<file path="src/rtl/gpc_pkg.sv">
// constants for the eight-pin general purpose I/O block
package gpc_pkg;
  localparam int          PIN_COUNT      = 8;
  localparam int          FUNC_LSB       = 0;
  localparam int          DIR_LSB        = 8;
  localparam int          VALUE_LSB      = 16;
  localparam int          RSVD_LSB       = 24;
  localparam logic [7:0]  FUNC_RESET     = 8'h00;
  localparam logic [7:0]  DIR_RESET      = 8'h00;
  localparam logic [7:0]  VALUE_RESET    = 8'h00;
  localparam logic [7:0]  RSVD_VALUE     = 8'h00;
  localparam int          CLOCK_PERIOD_NS = 20;
  localparam int          SAMPLE_TIME_NS = 128;
  // least spacing rounds up to whole cycles
  localparam int          SAMPLE_CYCLES  =
    (SAMPLE_TIME_NS + CLOCK_PERIOD_NS - 1) / CLOCK_PERIOD_NS;
  localparam logic [3:0]  SAMPLE_LAST    = 4'(SAMPLE_CYCLES - 1);
  localparam int          PIN_PORT_B_RST = 0;
  localparam int          PIN_PORT_C_RST = 1;
  localparam int          PIN_PORT_A_UP  = 2;
  localparam int          PIN_PORT_B_UP  = 3;
  localparam int          PIN_PORT_C_UP  = 4;
  localparam int          PIN_FAILOVER   = 5;
endpackage

</file>
<file path="src/rtl/gpc_pin_control.sv">
// eight-pin general purpose I/O block with its control and status register
`timescale 1ns/100ps
`default_nettype none
module gpc_pin_control #(
  parameter int WIDTH = 8
) (
  // clock and reset
  input  wire logic              MCLK,
  input  wire logic              RST_N,
  // configuration access from port A space
  input  wire logic              CFG_WR,
  input  wire logic [3:0]        CFG_BE,
  input  wire logic [31:0]       CFG_WDATA,
  output logic      [31:0]       CFG_RDATA,
  // alternate function sources, active low
  input  wire logic              PORT_B_RESET_N,
  input  wire logic              PORT_C_RESET_N,
  input  wire logic              PORT_A_LINK_UP_N,
  input  wire logic              PORT_B_LINK_UP_N,
  input  wire logic              PORT_C_LINK_UP_N,
  // failover request to failover logic
  output logic                   UPSTREAM_FAILOVER_REQUEST,
  // pins
  input  wire logic [WIDTH-1:0]  PIN_IN,
  output logic      [WIDTH-1:0]  PIN_OUT,
  output logic      [WIDTH-1:0]  PIN_OE
);

  logic [WIDTH-1:0] pin_function_select;
  logic [WIDTH-1:0] pin_direction;
  logic [WIDTH-1:0] pin_value;
  logic [WIDTH-1:0] sync_a;
  logic [WIDTH-1:0] sync_b;
  logic [WIDTH-1:0] sampled;
  logic [3:0]       sample_cnt;
  logic [WIDTH-1:0] next_function_select;
  logic [WIDTH-1:0] next_direction;
  logic [WIDTH-1:0] next_value;
  logic [WIDTH-1:0] next_sampled;
  logic [3:0]       next_sample_cnt;
  logic [WIDTH-1:0] next_pin_out;
  logic [WIDTH-1:0] next_pin_oe;
  logic [WIDTH-1:0] alt_level;
  logic [WIDTH-1:0] alt_drives;
  logic [WIDTH-1:0] gp_out;
  logic [WIDTH-1:0] present_level;

  // alternate output levels; pins without a function never drive
  always_comb begin
    alt_level  = '1;
    alt_drives = '0;
    alt_level[gpc_pkg::PIN_PORT_B_RST]  = PORT_B_RESET_N;
    alt_level[gpc_pkg::PIN_PORT_C_RST]  = PORT_C_RESET_N;
    alt_level[gpc_pkg::PIN_PORT_A_UP]   = PORT_A_LINK_UP_N;
    alt_level[gpc_pkg::PIN_PORT_B_UP]   = PORT_B_LINK_UP_N;
    alt_level[gpc_pkg::PIN_PORT_C_UP]   = PORT_C_LINK_UP_N;
    alt_drives[gpc_pkg::PIN_PORT_B_RST] = 1'b1;
    alt_drives[gpc_pkg::PIN_PORT_C_RST] = 1'b1;
    alt_drives[gpc_pkg::PIN_PORT_A_UP]  = 1'b1;
    alt_drives[gpc_pkg::PIN_PORT_B_UP]  = 1'b1;
    alt_drives[gpc_pkg::PIN_PORT_C_UP]  = 1'b1;
    alt_drives[gpc_pkg::PIN_FAILOVER]   = 1'b0;
  end

  // per-pin mode decode, bit n only touches pin n
  assign gp_out = ~pin_function_select & pin_direction;

  // driven pins read back what is driven, others the sampled input
  always_comb begin
    for (int i = 0; i < WIDTH; i++) begin
      if (pin_function_select[i] && alt_drives[i]) begin
        present_level[i] = alt_level[i];
      end else if (gp_out[i]) begin
        present_level[i] = pin_value[i];
      end else begin
        present_level[i] = sampled[i];
      end
    end
  end

  // input sampling paced to the fastest allowed rate
  always_comb begin
    next_sampled    = sampled;
    next_sample_cnt = sample_cnt - 4'h1;
    if (sample_cnt == 4'h0) begin
      next_sampled    = sync_b;
      next_sample_cnt = gpc_pkg::SAMPLE_LAST;
    end
  end

  // register next values
  always_comb begin
    next_function_select = pin_function_select;
    next_direction       = pin_direction;
    next_value           = pin_value;
    // general inputs track the pin, outputs hold what was written
    for (int i = 0; i < WIDTH; i++) begin
      if (!gp_out[i]) begin
        next_value[i] = present_level[i];
      end
    end
    if (CFG_WR) begin
      if (CFG_BE[0]) begin
        next_function_select = CFG_WDATA[gpc_pkg::FUNC_LSB +: 8];
      end
      if (CFG_BE[1]) begin
        next_direction = CFG_WDATA[gpc_pkg::DIR_LSB +: 8];
      end
      if (CFG_BE[2]) begin
        for (int i = 0; i < WIDTH; i++) begin
          if (gp_out[i]) begin
            next_value[i] = CFG_WDATA[gpc_pkg::VALUE_LSB + i];
          end
        end
      end
      // byte 3 is reserved and dropped
    end
  end

  // pin drivers; a general pin ignores its alternate source
  always_comb begin
    for (int i = 0; i < WIDTH; i++) begin
      if (pin_function_select[i]) begin
        next_pin_oe[i]  = alt_drives[i];
        next_pin_out[i] = alt_drives[i] & alt_level[i];
      end else begin
        next_pin_oe[i]  = gp_out[i];
        next_pin_out[i] = gp_out[i] & pin_value[i];
      end
    end
  end

  // pin levels cross into the clock domain first
  always_ff @(posedge MCLK) begin
    if (!RST_N) begin
      sync_a <= '0;
      sync_b <= '0;
    end else begin
      sync_a <= PIN_IN;
      sync_b <= sync_a;
    end
  end

  always_ff @(posedge MCLK) begin
    if (!RST_N) begin
      pin_function_select       <= gpc_pkg::FUNC_RESET;
      pin_direction             <= gpc_pkg::DIR_RESET;
      pin_value                 <= gpc_pkg::VALUE_RESET;
      sampled                   <= gpc_pkg::VALUE_RESET;
      sample_cnt                <= gpc_pkg::SAMPLE_LAST;
      PIN_OUT                   <= '0;
      PIN_OE                    <= '0;
      CFG_RDATA                 <= '0;
      UPSTREAM_FAILOVER_REQUEST <= 1'b0;
    end else begin
      pin_function_select <= next_function_select;
      pin_direction       <= next_direction;
      pin_value           <= next_value;
      sampled             <= next_sampled;
      sample_cnt          <= next_sample_cnt;
      PIN_OUT             <= next_pin_out;
      PIN_OE              <= next_pin_oe;
      // read data loads the same next values as the register, so it matches the register
      CFG_RDATA <= {gpc_pkg::RSVD_VALUE, next_value,
                    next_direction, next_function_select};
      // pin 5 level goes to failover logic whatever its mode
      UPSTREAM_FAILOVER_REQUEST <= sync_b[gpc_pkg::PIN_FAILOVER];
    end
  end

endmodule // gpc_pin_control
`default_nettype wire

</file>
<file path="config.mk">
export PLATFORM = sky130hd
export DESIGN_NAME = gpc_pin_control
export DESIGN_NICKNAME = d
export VERILOG_FILES = /design/src/rtl/gpc_pkg.sv /design/src/rtl/gpc_pin_control.sv
export SDC_FILE = /design/constraint.sdc
export NUM_CORES = 1
export LEC_CHECK = 0
export BUFFER_PORTS_ARGS = -buffer_cell sky130_fd_sc_hd__clkbuf_2
export CAP_MARGIN = 20
export CORE_AREA = 4 4 78 80
export DETAILED_ROUTE_END_ITERATION = 8
export DIE_AREA = 0 0 82 84
export PLACE_DENSITY = 0.88
export SYNTH_ARGS = -nofsm -noshare
export SYNTH_HDL_FRONTEND = slang
export SYNTH_SLANG_ARGS = --single-unit
</file>
<file path="constraint.sdc">
create_clock -name MCLK -period 1.5 [get_ports MCLK]
set_clock_uncertainty 0.1 [all_clocks]
set_input_delay 0.225 -clock MCLK [delete_from_list [all_inputs] [get_ports MCLK]]
set_output_delay 0.225 -clock MCLK [all_outputs]
set_load 0.01 [all_outputs]
</file>
==> results of run 1 <==
[area by class of cell]
cell class | count | area [um2]
inverters | 3 | 11.3
flip-flops and latches | 69 | 1380
fillers | 474 | 2200
clock inverters | 3 | 17.5
well taps | 72 | 90.1
clock buffers | 9 | 124
repair buffers | 96 | 548
multi-input cells | 161 | 1030
[flip-flops by register name, indices dropped and copies added (netlist names)]
name,flops
sync_b,8
sample_cnt,4
sync_a,8
UPSTREAM_FAILOVER_REQUEST,1
PIN_OUT,8
sampled,8
PIN_OE,8
CFG_RDATA,24
[cell families after synthesis]
| logic type | count (synthesis) | synth area share [%] |
|---|---|---|
| buffers and inverters | 23 | 5.50 |
| muxes | 11 | 4.40 |
| and+or+nand+nor | 97 | 22.9 |
| DFF | 69 | 55.2 |
| AOI/OAI and AO/OA | 43 | 11.0 |
| xor gates and xnor gates | 1 | 0.350 |
| other | 1 | 0.150 |
| adders and majority gates | 1 | 0.500 |
[how the worst max path moves through the flow]
stage             startpoint          to  slack [ns]  depth (start not counted)
6_report       sample_cnt[1]  sampled[0]        0.07                          6
5_1_grt        sample_cnt[1]  sampled[4]      -0.007                          6
4_1_cts        sample_cnt[0]  sampled[0]        0.01                          6
3_5_place_dp   sample_cnt[0]  sampled[0]       -0.02                          6
3_3_place_gp   sample_cnt[0]  sampled[3]         0.1                          6
2_1_floorplan  sample_cnt[0]  sampled[5]        0.17                          6
[report_power, final]
| part | switching [mW] | internal, mW | leakage (nW) | total (mW) |
|---|---|---|---|---|
| clock | 0.614 | 0.556 | 0.0727 | 1.17 |
| combinational | 0.177 | 0.182 | 0.784 | 0.359 |
| sequential | 0.0529 | 1.91 | 0.564 | 1.96 |
| total | 0.843 | 2.65 | 1.42 | 3.49 |
[layer usage]
layer	share of wire, %	GRT usage [%]	vias up
met5	0	0	-
met1	41	19.3	965
li1	-	-	1004
met4	2.2	7.85	0
met3	5.5	4.10	15
met2	52	28.4	73
[timing repair]
action	in CTS	in global routing
hold buffers	6	0
pin swaps	0	1
setup endpoints to repair	1	7
setup buffers	0	1
gates resized for setup	2	7
endpoints found under the hold margin	6	0
[placed cells by master, fill, tap and decap left out, drive strengths merged, types with 2 or more instances in the layout]
cell         instances
a21oi                9
clkbuf              92
o21ai                8
nand4b               5
or3b                 5
nand3               16
and2                19
conb                 8
nor2                 3
dlygate4sd3          6
buf                  7
and3                 3
a31oi                5
nor2b               16
and3b                5
nand2               21
dfxtp               69
o21a                 5
mux2i               11
a21boi              16
inv                  3
clkinv               2
[through the flow]
stage	setup TNS (ns)	hold WS [ns]	setup slack, ns	power, mW	instance area, um2
floorplan	0	0.252	0.170	2.19	2530
global placement	0	0.314	0.0970	2.31	2960
detailed placement	-0.0184	0.318	-0.0184	2.33	2960
CTS	0	0.00914	0.0122	3.50	3180
global route	-0.00676	0.0213	-0.00676	3.65	3200
finish	0	0.0209	0.0695	3.49	3200
==> impl_results.rst, run 1 <==
.. list-table::
   :header-rows: 1

   * - Metric
     - Value
   * - Count of different cell masters after synthesis
     - 28
   * - Most numerous cell types in the synthesized netlist
     - 69 x dfxtp_1, 21 x nand2_1, 19 x and2_1
   * - Leading area contributor after synthesis
     - dfxtp_1
   * - Critical-path cell list
     - inv_2 > ha_4 > nor3b_4 > buf_6 > mux2i_1 > nor2b_1
   * - Highest clock frequency the design can meet
     - 699 MHz
   * - Count of standard-cell rows
     - 27
   * - Initial Util
     - 46.3%
   * - Largest net degree at the start of global routing
     - 69
   * - Setup slack of the most critical reg-to-reg path
     - 0.07 ns
   * - Final Util
     - 59.2%
   * - Delay contributed by the slowest stage of the critical path
     - 0.32 ns
   * - Cell at the slowest stage of the critical path
     - dfxtp_2
   * - Final critical-path required period
     - 1.43 ns
   * - Number of buffers created by CTS
     - 9
   * - Setup violators final
     - 0
   * - Synth Area per Inst
     - 10.2 um2
   * - Startpoint-to-endpoint class of the critical path
     - reg -> reg
   * - Top-count cell post-synth
     - dfxtp_1
   * - Async S/R FF share, synth
     - 0%
   * - Clock slew at reported path FFs
     - 0.07 ns
   * - Sequential element share of the synthesized area
     - 55.2%
   * - Die ar.
     - 0.00689 mm2
   * - Power density over the cells
     - 1090 mW/mm2
   * - Synthesized cell area
     - 0.00250 mm2
   * - Class of the tightest hold or removal check
     - in -> reg
   * - Residual overflow from global routing
     - 0
   * - Bufs and invs on worst path
     - 2
   * - Worst r2r path cells
     - 6
   * - Detailed Route Iter0 Violations
     - 75
   * - First-pass GRT wire length
     - 8910 um
   * - Vias in the first global route
     - 1994
   * - H-tree Lvls
     - 3
   * - Max rail drop VDD
     - 0.665 mV
   * - Placed wire-length estimate after detailed placement
     - 3980 um
   * - Flip-flop and latch count after synthesis
     - 69
   * - Antenna diode count
     - 0
   * - Reg-to-Reg Start
     - sample_cnt[1]
   * - Clock latency of the later-clocked register in the worst-skew pair
     - 0.33 ns
   * - Cell class contributing the biggest share of worst-path delay
     - flip-flops
   * - Capturing point of the worst reg2reg path
     - sampled[0]
   * - Final cell count without fillers
     - 413
   * - DR DRC count
     - 0
   * - Number of nets with antenna violations after routing
     - 0
   * - Data required time at the worst endpoint
     - 1.62 ns
   * - Area of the core region
     - 0.00541 mm2
   * - Number of vias after detailed routing
     - 2057
   * - Hold Crit Depth
     - 2
   * - Final slew viol count
     - 0
   * - Number of synthesized flops with an enable pin
     - 0
   * - Average vias per placed instance
     - 4.98
   * - Overall die height
     - 84 um
   * - CTS tree
     - yes
   * - Overall fraction of global-route tracks in use
     - 16.8%
   * - Post-synthesis cell count
     - 246
   * - Number of nets in the layout
     - 393
   * - Crit end category
     - flop
   * - Largest fanout of any net on the critical path
     - 5
   * - Cell count after placement
     - 394
   * - Number of port buffers
     - 83
   * - Share of layout cells above drive strength 1
     - 32.0%
   * - Area fraction of the dominant cell type after synthesis
     - 55.2%
   * - Count of endpoints failing hold in the final timing report
     - 0
   * - Maximum clock path buffer count
     - 2
   * - Static leakage
     - 1.42 nW
   * - Dominant cells by area after synthesis
     - dfxtp_1 55%, a21boi_0 4.8%, and2_1 4.8%, mux2i_1 4.4%, nor2b_1 4.0%
   * - Area growth from synthesis to layout
     - 28.0%
   * - Root buffer cell
     - clkbuf_8
   * - Antenna violations before repair
     - 0
   * - Drt wl/cell
     - 13.5 um
   * - Origin of the worst min-delay path
     - PIN_IN[1]
   * - Routability Congestion
     - 0.698
   * - Element type at the critical path start
     - flop
   * - Arrival time at the worst endpoint
     - 1.55 ns
   * - Total of max-cap violations
     - 0
   * - Primary FF master, synth
     - dfxtp_1
   * - Top-Level Pins
     - 101
   * - Share of the cycle needed by the critical path after routing
     - 95.4%
   * - Total of warnings raised by yosys
     - 0
   * - Run status
     - complete, no violations
   * - Aggregate routed wire length
     - 5560 um
   * - Hold-critical path endpoint
     - sync_a[1]
   * - TritonCTS sink count
     - 69
   * - Drt pass-1 iters
     - 4
   * - Horiz. Die Dim
     - 82 um
Power figures use the tool's default switching activity.
==> run 2: changes to the inputs <==
--- a/config.mk
+++ b/config.mk
@@ -7,10 +7,10 @@
 export LEC_CHECK = 0
 export BUFFER_PORTS_ARGS = -buffer_cell sky130_fd_sc_hd__clkbuf_2
 export CAP_MARGIN = 20
-export CORE_AREA = 4 4 78 80
+export CORE_AREA = 4 4 109 59
 export DETAILED_ROUTE_END_ITERATION = 8
-export DIE_AREA = 0 0 82 84
-export PLACE_DENSITY = 0.88
+export DIE_AREA = 0 0 113 63
+export PLACE_DENSITY = 0.87
 export SYNTH_ARGS = -nofsm -noshare
 export SYNTH_HDL_FRONTEND = slang
 export SYNTH_SLANG_ARGS = --single-unit
==> run 2 against run 1 <==
Net effect: sequential share of layout area decreased by 0.58 points; non-clock buffer count fell by 1; cell count increased by 0.48%; first-iteration DRC count rose by 20%; highest routed layer unchanged; sequential cell count stayed put; routed wire length increased by 9.1%; critical path depth unchanged; via count rose by 0.58%; global-route usage up 0.14 points; sequential power about the same; largest cell class unchanged; total power increased by 6.1%.
==> impl_results.rst, run 2 (synthesis gave the netlist of run 1 again) <==
.. list-table::
   :header-rows: 1

   * - Metric
     - Value
   * - Count of standard-cell rows
     - 19 (-30%)
   * - Overall fraction of global-route tracks in use
     - 16.9% (+0.14 points)
   * - Drt wl/cell
     - 14.6 um (+8.5%)
   * - Routability Congestion
     - 0.761 (+9.0%)
   * - Die ar.
     - 0.00712 mm2 (+3.4%)
   * - Antenna violations before repair
     - 0 (unchanged)
   * - Launch point of the critical path
     - sample_cnt[0]
   * - H-tree Lvls
     - 3 (unchanged)
   * - Reg-to-Reg Start
     - sample_cnt[0]
   * - Number of nets in the layout
     - 392 (-0.25%)
   * - DR DRC count
     - 0 (unchanged)
   * - Hold Crit Depth
     - 2 (unchanged)
   * - Drt pass-1 iters
     - 4 (unchanged)
   * - Most flops, register
     - CFG_RDATA
   * - Number of buffers created by CTS
     - 9 (unchanged)
   * - Startpoint-to-endpoint class of the critical path
     - reg -> reg
   * - Top-Level Pins
     - 101 (unchanged)
   * - Root buffer cell
     - clkbuf_8
   * - Share of the cycle needed by the critical path after routing
     - 95.6% (+0.23 points)
   * - Number of flip-flops under the largest register name
     - 24 (unchanged)
   * - Switching fraction of total power
     - 23.2% (-0.97 points)
   * - Most common cell after layout, fill and taps aside
     - clkbuf_2
   * - Final critical-path required period
     - 1.43 ns (+0.00346 ns)
   * - Clock latency of the later-clocked register in the worst-skew pair
     - 0.33 ns (about the same)
   * - First-pass GRT wire length
     - 9640 um (+8.1%)
   * - Residual overflow from global routing
     - 0 (unchanged)
   * - Clk pwr share
     - 37.3% (+3.8 points)
   * - Worst Setup Slack, final
     - 0.0660 ns (-0.00346 ns)
   * - Net switching power of the design
     - 0.859 mW (+1.9%)
   * - Portion of total power attributed to combinational logic
     - 9.7% (-0.6 points)
   * - Maximum clock path buffer count
     - 2 (unchanged)
   * - Hold WS
     - 0.0184 ns (-0.00252 ns)
   * - Worst r2r path cells
     - 6 (unchanged)
   * - Aggregate routed wire length
     - 6060 um (+9.1%)
   * - Number of port buffers
     - 83 (unchanged)
   * - Horiz. Die Dim
     - 113 um (+38%)
   * - Hold-critical path endpoint
     - sync_a[5]
   * - Cell at the slowest stage of the critical path
     - dfxtp_1
   * - Seq pwr share
     - 53.0% (-3.2 points)
   * - Vias in the first global route
     - 2086 (+4.6%)
   * - Commonest cells after routing, fill and taps aside
     - 83 x clkbuf_2, 69 x dfxtp_1, 21 x nand2_1
   * - Setup slack of the most critical reg-to-reg path
     - 0.07 ns (about the same)
   * - Critical-path cell list
     - inv_2 > ha_4 > nor3b_4 > buf_6 > buf_4 > nand3b_1
   * - Detailed Route Iter0 Violations
     - 90 (+20%)
   * - CTS tree
     - yes
   * - Post-DP Area
     - 0.00295 mm2 (-0.46%)
   * - Share of layout cells above drive strength 1
     - 31.9% (-0.093 points)
   * - Area growth from synthesis to layout
     - 29.5%
   * - Initial Util
     - 46.3% (+0.075 points)
   * - Largest fanout of any net on the critical path
     - 5 (unchanged)
   * - Average vias per placed instance
     - 4.99 (about the same)
   * - Post-route cell area
     - 0.00324 mm2 (+1.2%)
   * - Internal power
     - 2.85 mW (+7.5%)
   * - Capturing point of the worst reg2reg path
     - sample_cnt[1]
   * - Power density over the cells
     - 1140 mW/mm2 (+4.9%)
   * - Placed wire-length estimate after detailed placement
     - 4150 um (+4.2%)
   * - TritonCTS sink count
     - 69 (unchanged)
   * - Number of vias after detailed routing
     - 2069 (+0.58%)
   * - Origin of the worst min-delay path
     - PIN_IN[5]
   * - Crit end category
     - flop
   * - Data required time at the worst endpoint
     - 1.60 ns (-0.02 ns)
   * - Delay contributed by the slowest stage of the critical path
     - 0.39 ns (+0.07 ns)
   * - Clock slew at reported path FFs
     - 0.07 ns (about the same)
   * - Element type at the critical path start
     - flop
   * - Arrival time at the worst endpoint
     - 1.54 ns (about the same)
   * - Total of max-cap violations
     - 0 (unchanged)
   * - Static leakage
     - 1.44 nW (+1.5%)
   * - Area of the core region
     - 0.00540 mm2 (-0.16%)
   * - Max rail drop VDD
     - 0.497 mV (-25%)
   * - Number of nets with antenna violations after routing
     - 0 (unchanged)
   * - Run status
     - complete, no violations
   * - Class of the tightest hold or removal check
     - in -> reg
   * - Highest clock frequency the design can meet
     - 697 MHz (-0.24%)
   * - Antenna diode count
     - 0 (unchanged)
   * - Largest net degree at the start of global routing
     - 69 (unchanged)
   * - Setup violators final
     - 0 (unchanged)
   * - Overall die height
     - 63 um (-25%)
   * - Count of endpoints failing hold in the final timing report
     - 0 (unchanged)
   * - Pre-CTS setup slack
     - 0.0451 ns (+0.0636 ns)
   * - Final slew viol count
     - 0 (unchanged)
   * - Summed negative setup slack over all endpoints
     - 0 ns (unchanged)
run 2: cell types whose count changed in the layout (fill, tap and decap cells not counted):
cell        change
clkbuf_8        +4
dfxtp_1         +2
dfxtp_2         -2
buf_4           -1
clkinv_2        -1
clkinvlp_4      -1
mux2i_1         -1
mux2i_2         +1
run 2: per-stage QoR:
step / utilization [%] / power, mW / std cells
after floorplan: - / 2.19 / 253
after global placement: 54.7 / 2.30 / 393
after detailed placement: 54.7 / 2.32 / 393
after CTS: 59.2 / 3.71 / 413
after global routing: 60.0 / 3.86 / 415
final: 60.0 / 3.71 / 415
run 2: critical path, delay by kind of cell (launching register included):
kind                     cells  cell delay, ns
buffers and inverters        3            0.33
AND/OR/NAND/NOR              2            0.32
adder cells (fa/ha/maj)      1            0.17
flip-flops                   1            0.39
run 2: what timing repair did:
action,4_1_cts,5_1_grt
hold buffers,6,0
buffers inserted,0,2
gates resized for setup,0,8
setup endpoints to repair,0,7
endpoints found under the hold margin,6,0
run 2: how the worst max path moves through the flow:
stage | endpoint | slack, ns
final | sample_cnt[1] | 0.07
after global routing | sampled[2] | -0.02
after CTS | sampled[6] | 0.01
after detailed placement | sampled[0] | 0.05
after global placement | sampled[0] | 0.10
after floorplan | sampled[5] | 0.17
run 2: power groups by stage:
stage / clock (mW) / sequential [mW] / combinational, mW
finish: 1.38 / 1.97 / 0.359
global route: 1.50 / 1.97 / 0.392
CTS: 1.41 / 1.96 / 0.334
detailed placement: 0 / 2.00 / 0.319
global placement: 0 / 1.99 / 0.306
floorplan: 0 / 2.01 / 0.183
run 2: final cells by class:
cell class / count / area, um2
sequential: 69 / 1380
fill: 438 / 2160
multi-input combinational: 161 / 1030
inverter: 3 / 11.3
timing repair buffer: 95 / 541
tap: 73 / 91.3
clock buffer: 13 / 179
clock inverter: 1 / 5.00
run 2: routing by layer:
metal	global-route usage, %	wire length, um
met1	18.1	2450
met3	5.22	347
met5	0	0
met4	8.70	138
met2	30.1	3120
==> run 3: changes to the inputs <==
--- a/config.mk
+++ b/config.mk
@@ -7,10 +7,11 @@
 export LEC_CHECK = 0
 export BUFFER_PORTS_ARGS = -buffer_cell sky130_fd_sc_hd__clkbuf_2
 export CAP_MARGIN = 20
-export CORE_AREA = 4 4 109 59
+export CORE_AREA = 4 4 111 60
+export CTS_BUF_LIST = sky130_fd_sc_hd__clkbuf_4 sky130_fd_sc_hd__clkbuf_8
 export DETAILED_ROUTE_END_ITERATION = 8
-export DIE_AREA = 0 0 113 63
-export PLACE_DENSITY = 0.87
+export DIE_AREA = 0 0 115 64
+export PLACE_DENSITY = 0.85
 export SYNTH_ARGS = -nofsm -noshare
 export SYNTH_HDL_FRONTEND = slang
 export SYNTH_SLANG_ARGS = --single-unit
==> run 3 against run 2 <==
Net effect: clock-buffer cell count did not move; via count down 3.0%; routed wire length down 7.0%; register-to-register slack improved by 0.05 ns; combinational power is 2% lower; largest power group unchanged; largest cell class unchanged; highest routed layer unchanged.
==> impl_results.rst, run 3 (synthesis gave the netlist of run 1 again) <==
.. list-table::
   :header-rows: 1

   * - Metric
     - Value
   * - Clk pwr share
     - 42.7% (+5.4 points)
   * - Placed wire-length estimate after detailed placement
     - 4020 um (-3.1%)
   * - Maximum clock path buffer count
     - 2 (unchanged)
   * - Net switching power of the design
     - 0.884 mW (+2.9%)
   * - Initial Util
     - 43.1% (-3.3 points)
   * - Post-DP Area
     - 0.00297 mm2 (+0.59%)
   * - Static leakage
     - 1.46 nW (+1.5%)
   * - Setup violators final
     - 0 (unchanged)
   * - Internal power
     - 3.15 mW (+11%)
   * - Area growth from synthesis to layout
     - 32.5%
   * - H-tree Lvls
     - 3 (unchanged)
   * - Setup slack of the most critical reg-to-reg path
     - 0.11 ns (+0.05 ns)
   * - CTS tree
     - yes
   * - Horiz. Die Dim
     - 115 um (+1.8%)
   * - Switching fraction of total power
     - 21.9% (-1.3 points)
   * - Delay contributed by the slowest stage of the critical path
     - 0.32 ns (-0.07 ns)
   * - Seq pwr share
     - 48.6% (-4.4 points)
   * - # Post-CTS Setup Buffers
     - 0 (unchanged)
   * - Number of flip-flops under the largest register name
     - 24 (unchanged)
   * - Arrival time at the worst endpoint
     - 1.52 ns (-0.02 ns)
   * - RSZ-0062 raised after global routing
     - no
   * - Antenna diode count
     - 0 (unchanged)
   * - Share of layout cells above drive strength 1
     - 32.0% (+0.11 points)
   * - Final cell count without fillers
     - 421 (+1.4%)
   * - Crit end category
     - flop
   * - Die ar.
     - 0.00736 mm2 (+3.4%)
   * - Hold Crit Depth
     - 3 (+1)
   * - Power density over the cells
     - 1220 mW/mm2 (+6.5%)
   * - Area of the core region
     - 0.00581 mm2 (+7.6%)
   * - Number of vias after detailed routing
     - 2006 (-3.0%)
   * - Clock slew at reported path FFs
     - 0.07 ns (about the same)
   * - Antenna violations before repair
     - 0 (unchanged)
   * - Vias in the first global route
     - 1860 (-11%)
   * - Multi-input gate area in the final layout
     - 0.00103 mm2 (unchanged)
   * - Fill count
     - 505 (+15%)
   * - Top-Level Pins
     - 101 (unchanged)
   * - TritonCTS sink count
     - 69 (unchanged)
   * - Number of nets in the layout
     - 392 (unchanged)
   * - Highest clock frequency the design can meet
     - 721 MHz (+3.5%)
   * - Most common cell after layout, fill and taps aside
     - clkbuf_2
   * - Root buffer cell
     - clkbuf_8
   * - Summed negative setup slack over all endpoints
     - 0 ns (unchanged)
   * - Total of max-cap violations
     - 0 (unchanged)
   * - Count of standard-cell rows
     - 20 (+1)
   * - Drt pass-1 iters
     - 4 (unchanged)
   * - Residual overflow from global routing
     - 0 (unchanged)
   * - Number of buffers created by CTS
     - 9 (unchanged)
   * - Aggregate routed wire length
     - 5640 um (-7.0%)
   * - Final critical-path required period
     - 1.39 ns (-0.0480 ns)
   * - Critical-path cell list
     - inv_2 > ha_4 > nor3b_4 > buf_6 > mux2i_1 > nor2b_1
   * - Largest fanout of any net on the critical path
     - 6 (+1)
   * - Largest net degree at the start of global routing
     - 69 (unchanged)
   * - Element type at the critical path start
     - flop
   * - Cell count after placement
     - 397 (+1.0%)
   * - Origin of the worst min-delay path
     - CFG_WDATA[9]
   * - Detailed Route Iter0 Violations
     - 108 (+20%)
   * - Average vias per placed instance
     - 4.76 (-4.4%)
   * - Number of port buffers
     - 83 (unchanged)
   * - Startpoint-to-endpoint class of the critical path
     - reg -> reg
   * - Number of nets with antenna violations after routing
     - 0 (unchanged)
   * - Clock latency of the later-clocked register in the worst-skew pair
     - 0.34 ns (about the same)
   * - Drt wl/cell
     - 13.4 um (-8.3%)
   * - Overall fraction of global-route tracks in use
     - 15.7% (-1.2 points)
   * - Commonest cells after routing, fill and taps aside
     - 83 x clkbuf_2, 68 x dfxtp_1, 21 x nand2_1
   * - DR DRC count
     - 0 (unchanged)
   * - Routability Congestion
     - 0.788 (+3.6%)
   * - Reg-to-Reg Start
     - sample_cnt[1]
   * - Worst r2r path cells
     - 6 (unchanged)
   * - Storage cell area
     - 0.00138 mm2 (about the same)
   * - Class of the tightest hold or removal check
     - in -> reg
   * - Share of the cycle needed by the critical path after routing
     - 92.4% (-3.2 points)
   * - Final slew viol count
     - 0 (unchanged)
   * - Post-route cell area
     - 0.00331 mm2 (+2.3%)
   * - Run status
     - complete, no violations
   * - First-pass GRT wire length
     - 8940 um (-7.2%)
   * - Max rail drop VDD
     - 0.652 mV (+31%)
   * - Hold-critical path endpoint
     - CFG_RDATA[9]
   * - Cell at the slowest stage of the critical path
     - dfxtp_1
   * - Data required time at the worst endpoint
     - 1.63 ns (+0.03 ns)
   * - Capturing point of the worst reg2reg path
     - sampled[3]
   * - Portion of total power attributed to combinational logic
     - 8.7% (-1.0 points)
   * - Overall die height
     - 64 um (+1.6%)
   * - Final Util
     - 57.1% (-3.0 points)
   * - Most flops, register
     - CFG_RDATA
   * - Count of endpoints failing hold in the final timing report
     - 0 (unchanged)
-- run 3: worst max-delay path, delay by kind of cell, from the launching register on --
kind | cells | cell delay, ns
fa+ha+maj | 1 | 0.14
buf+inv | 2 | 0.24
flops | 1 | 0.32
mux | 1 | 0.18
simple gates | 2 | 0.30
-- run 3: how the worst max path moves through the flow --
stage | to | depth (start not counted) | start | slack (ns)
finish | sampled[3] | 6 | sample_cnt[1] | 0.11
global route | sampled[0] | 6 | sample_cnt[1] | 0.002
CTS | sampled[6] | 6 | sample_cnt[0] | 0.02
detailed placement | sampled[6] | 6 | sample_cnt[0] | 0.02
global placement | sampled[7] | 6 | sample_cnt[0] | 0.1
floorplan | sampled[5] | 6 | sample_cnt[0] | 0.17
-- run 3: timing repair --
| item | in CTS | in global routing |
|---|---|---|
| endpoints found under the hold margin | 8 | 0 |
| gates resized for setup | 1 | 8 |
| pin swaps | 0 | 1 |
| hold buffers | 8 | 0 |
| setup endpoints to repair | 1 | 7 |
-- run 3: layer usage --
layer	track usage [%]	share of wire [%]	wire, um
met1	20.0	46	2580
met3	7.28	8.5	477
met5	0	0	0
met2	24.3	45	2560
met4	3.95	0.25	14
-- run 3: layout make-up --
cell class / instances / share of cell area (%)
Clock inverter: 3 / 2.04
Sequential cell: 69 / 41.7
Tap cell: 77 / 2.91
Timing Repair Buffer: 95 / 16.8
Multi-Input combinational cell: 161 / 31.1
Clock buffer: 13 / 5.02
Inverter: 3 / 0.340
-- run 3: stage by stage --
step / power (mW) / hold WS, ns / setup WS [ns]
floorplan: 2.19 / 0.252 / 0.170
global placement: 2.31 / 0.316 / 0.0976
detailed placement: 2.32 / 0.319 / 0.0176
CTS: 4.07 / 0.0202 / 0.0215
global route: 4.20 / 0.0396 / 0.00182
finish: 4.04 / 0.0404 / 0.114
-- run 3: power groups by stage --
stage                     logic, mW  clock network [mW]  registers [mW]
after floorplan               0.183                   0            2.01
after global placement        0.315                   0            1.99
after detailed placement      0.323                   0            2.00
after CTS                     0.344                1.77            1.96
after global routing          0.389                1.84            1.97
final                         0.353                1.72            1.96
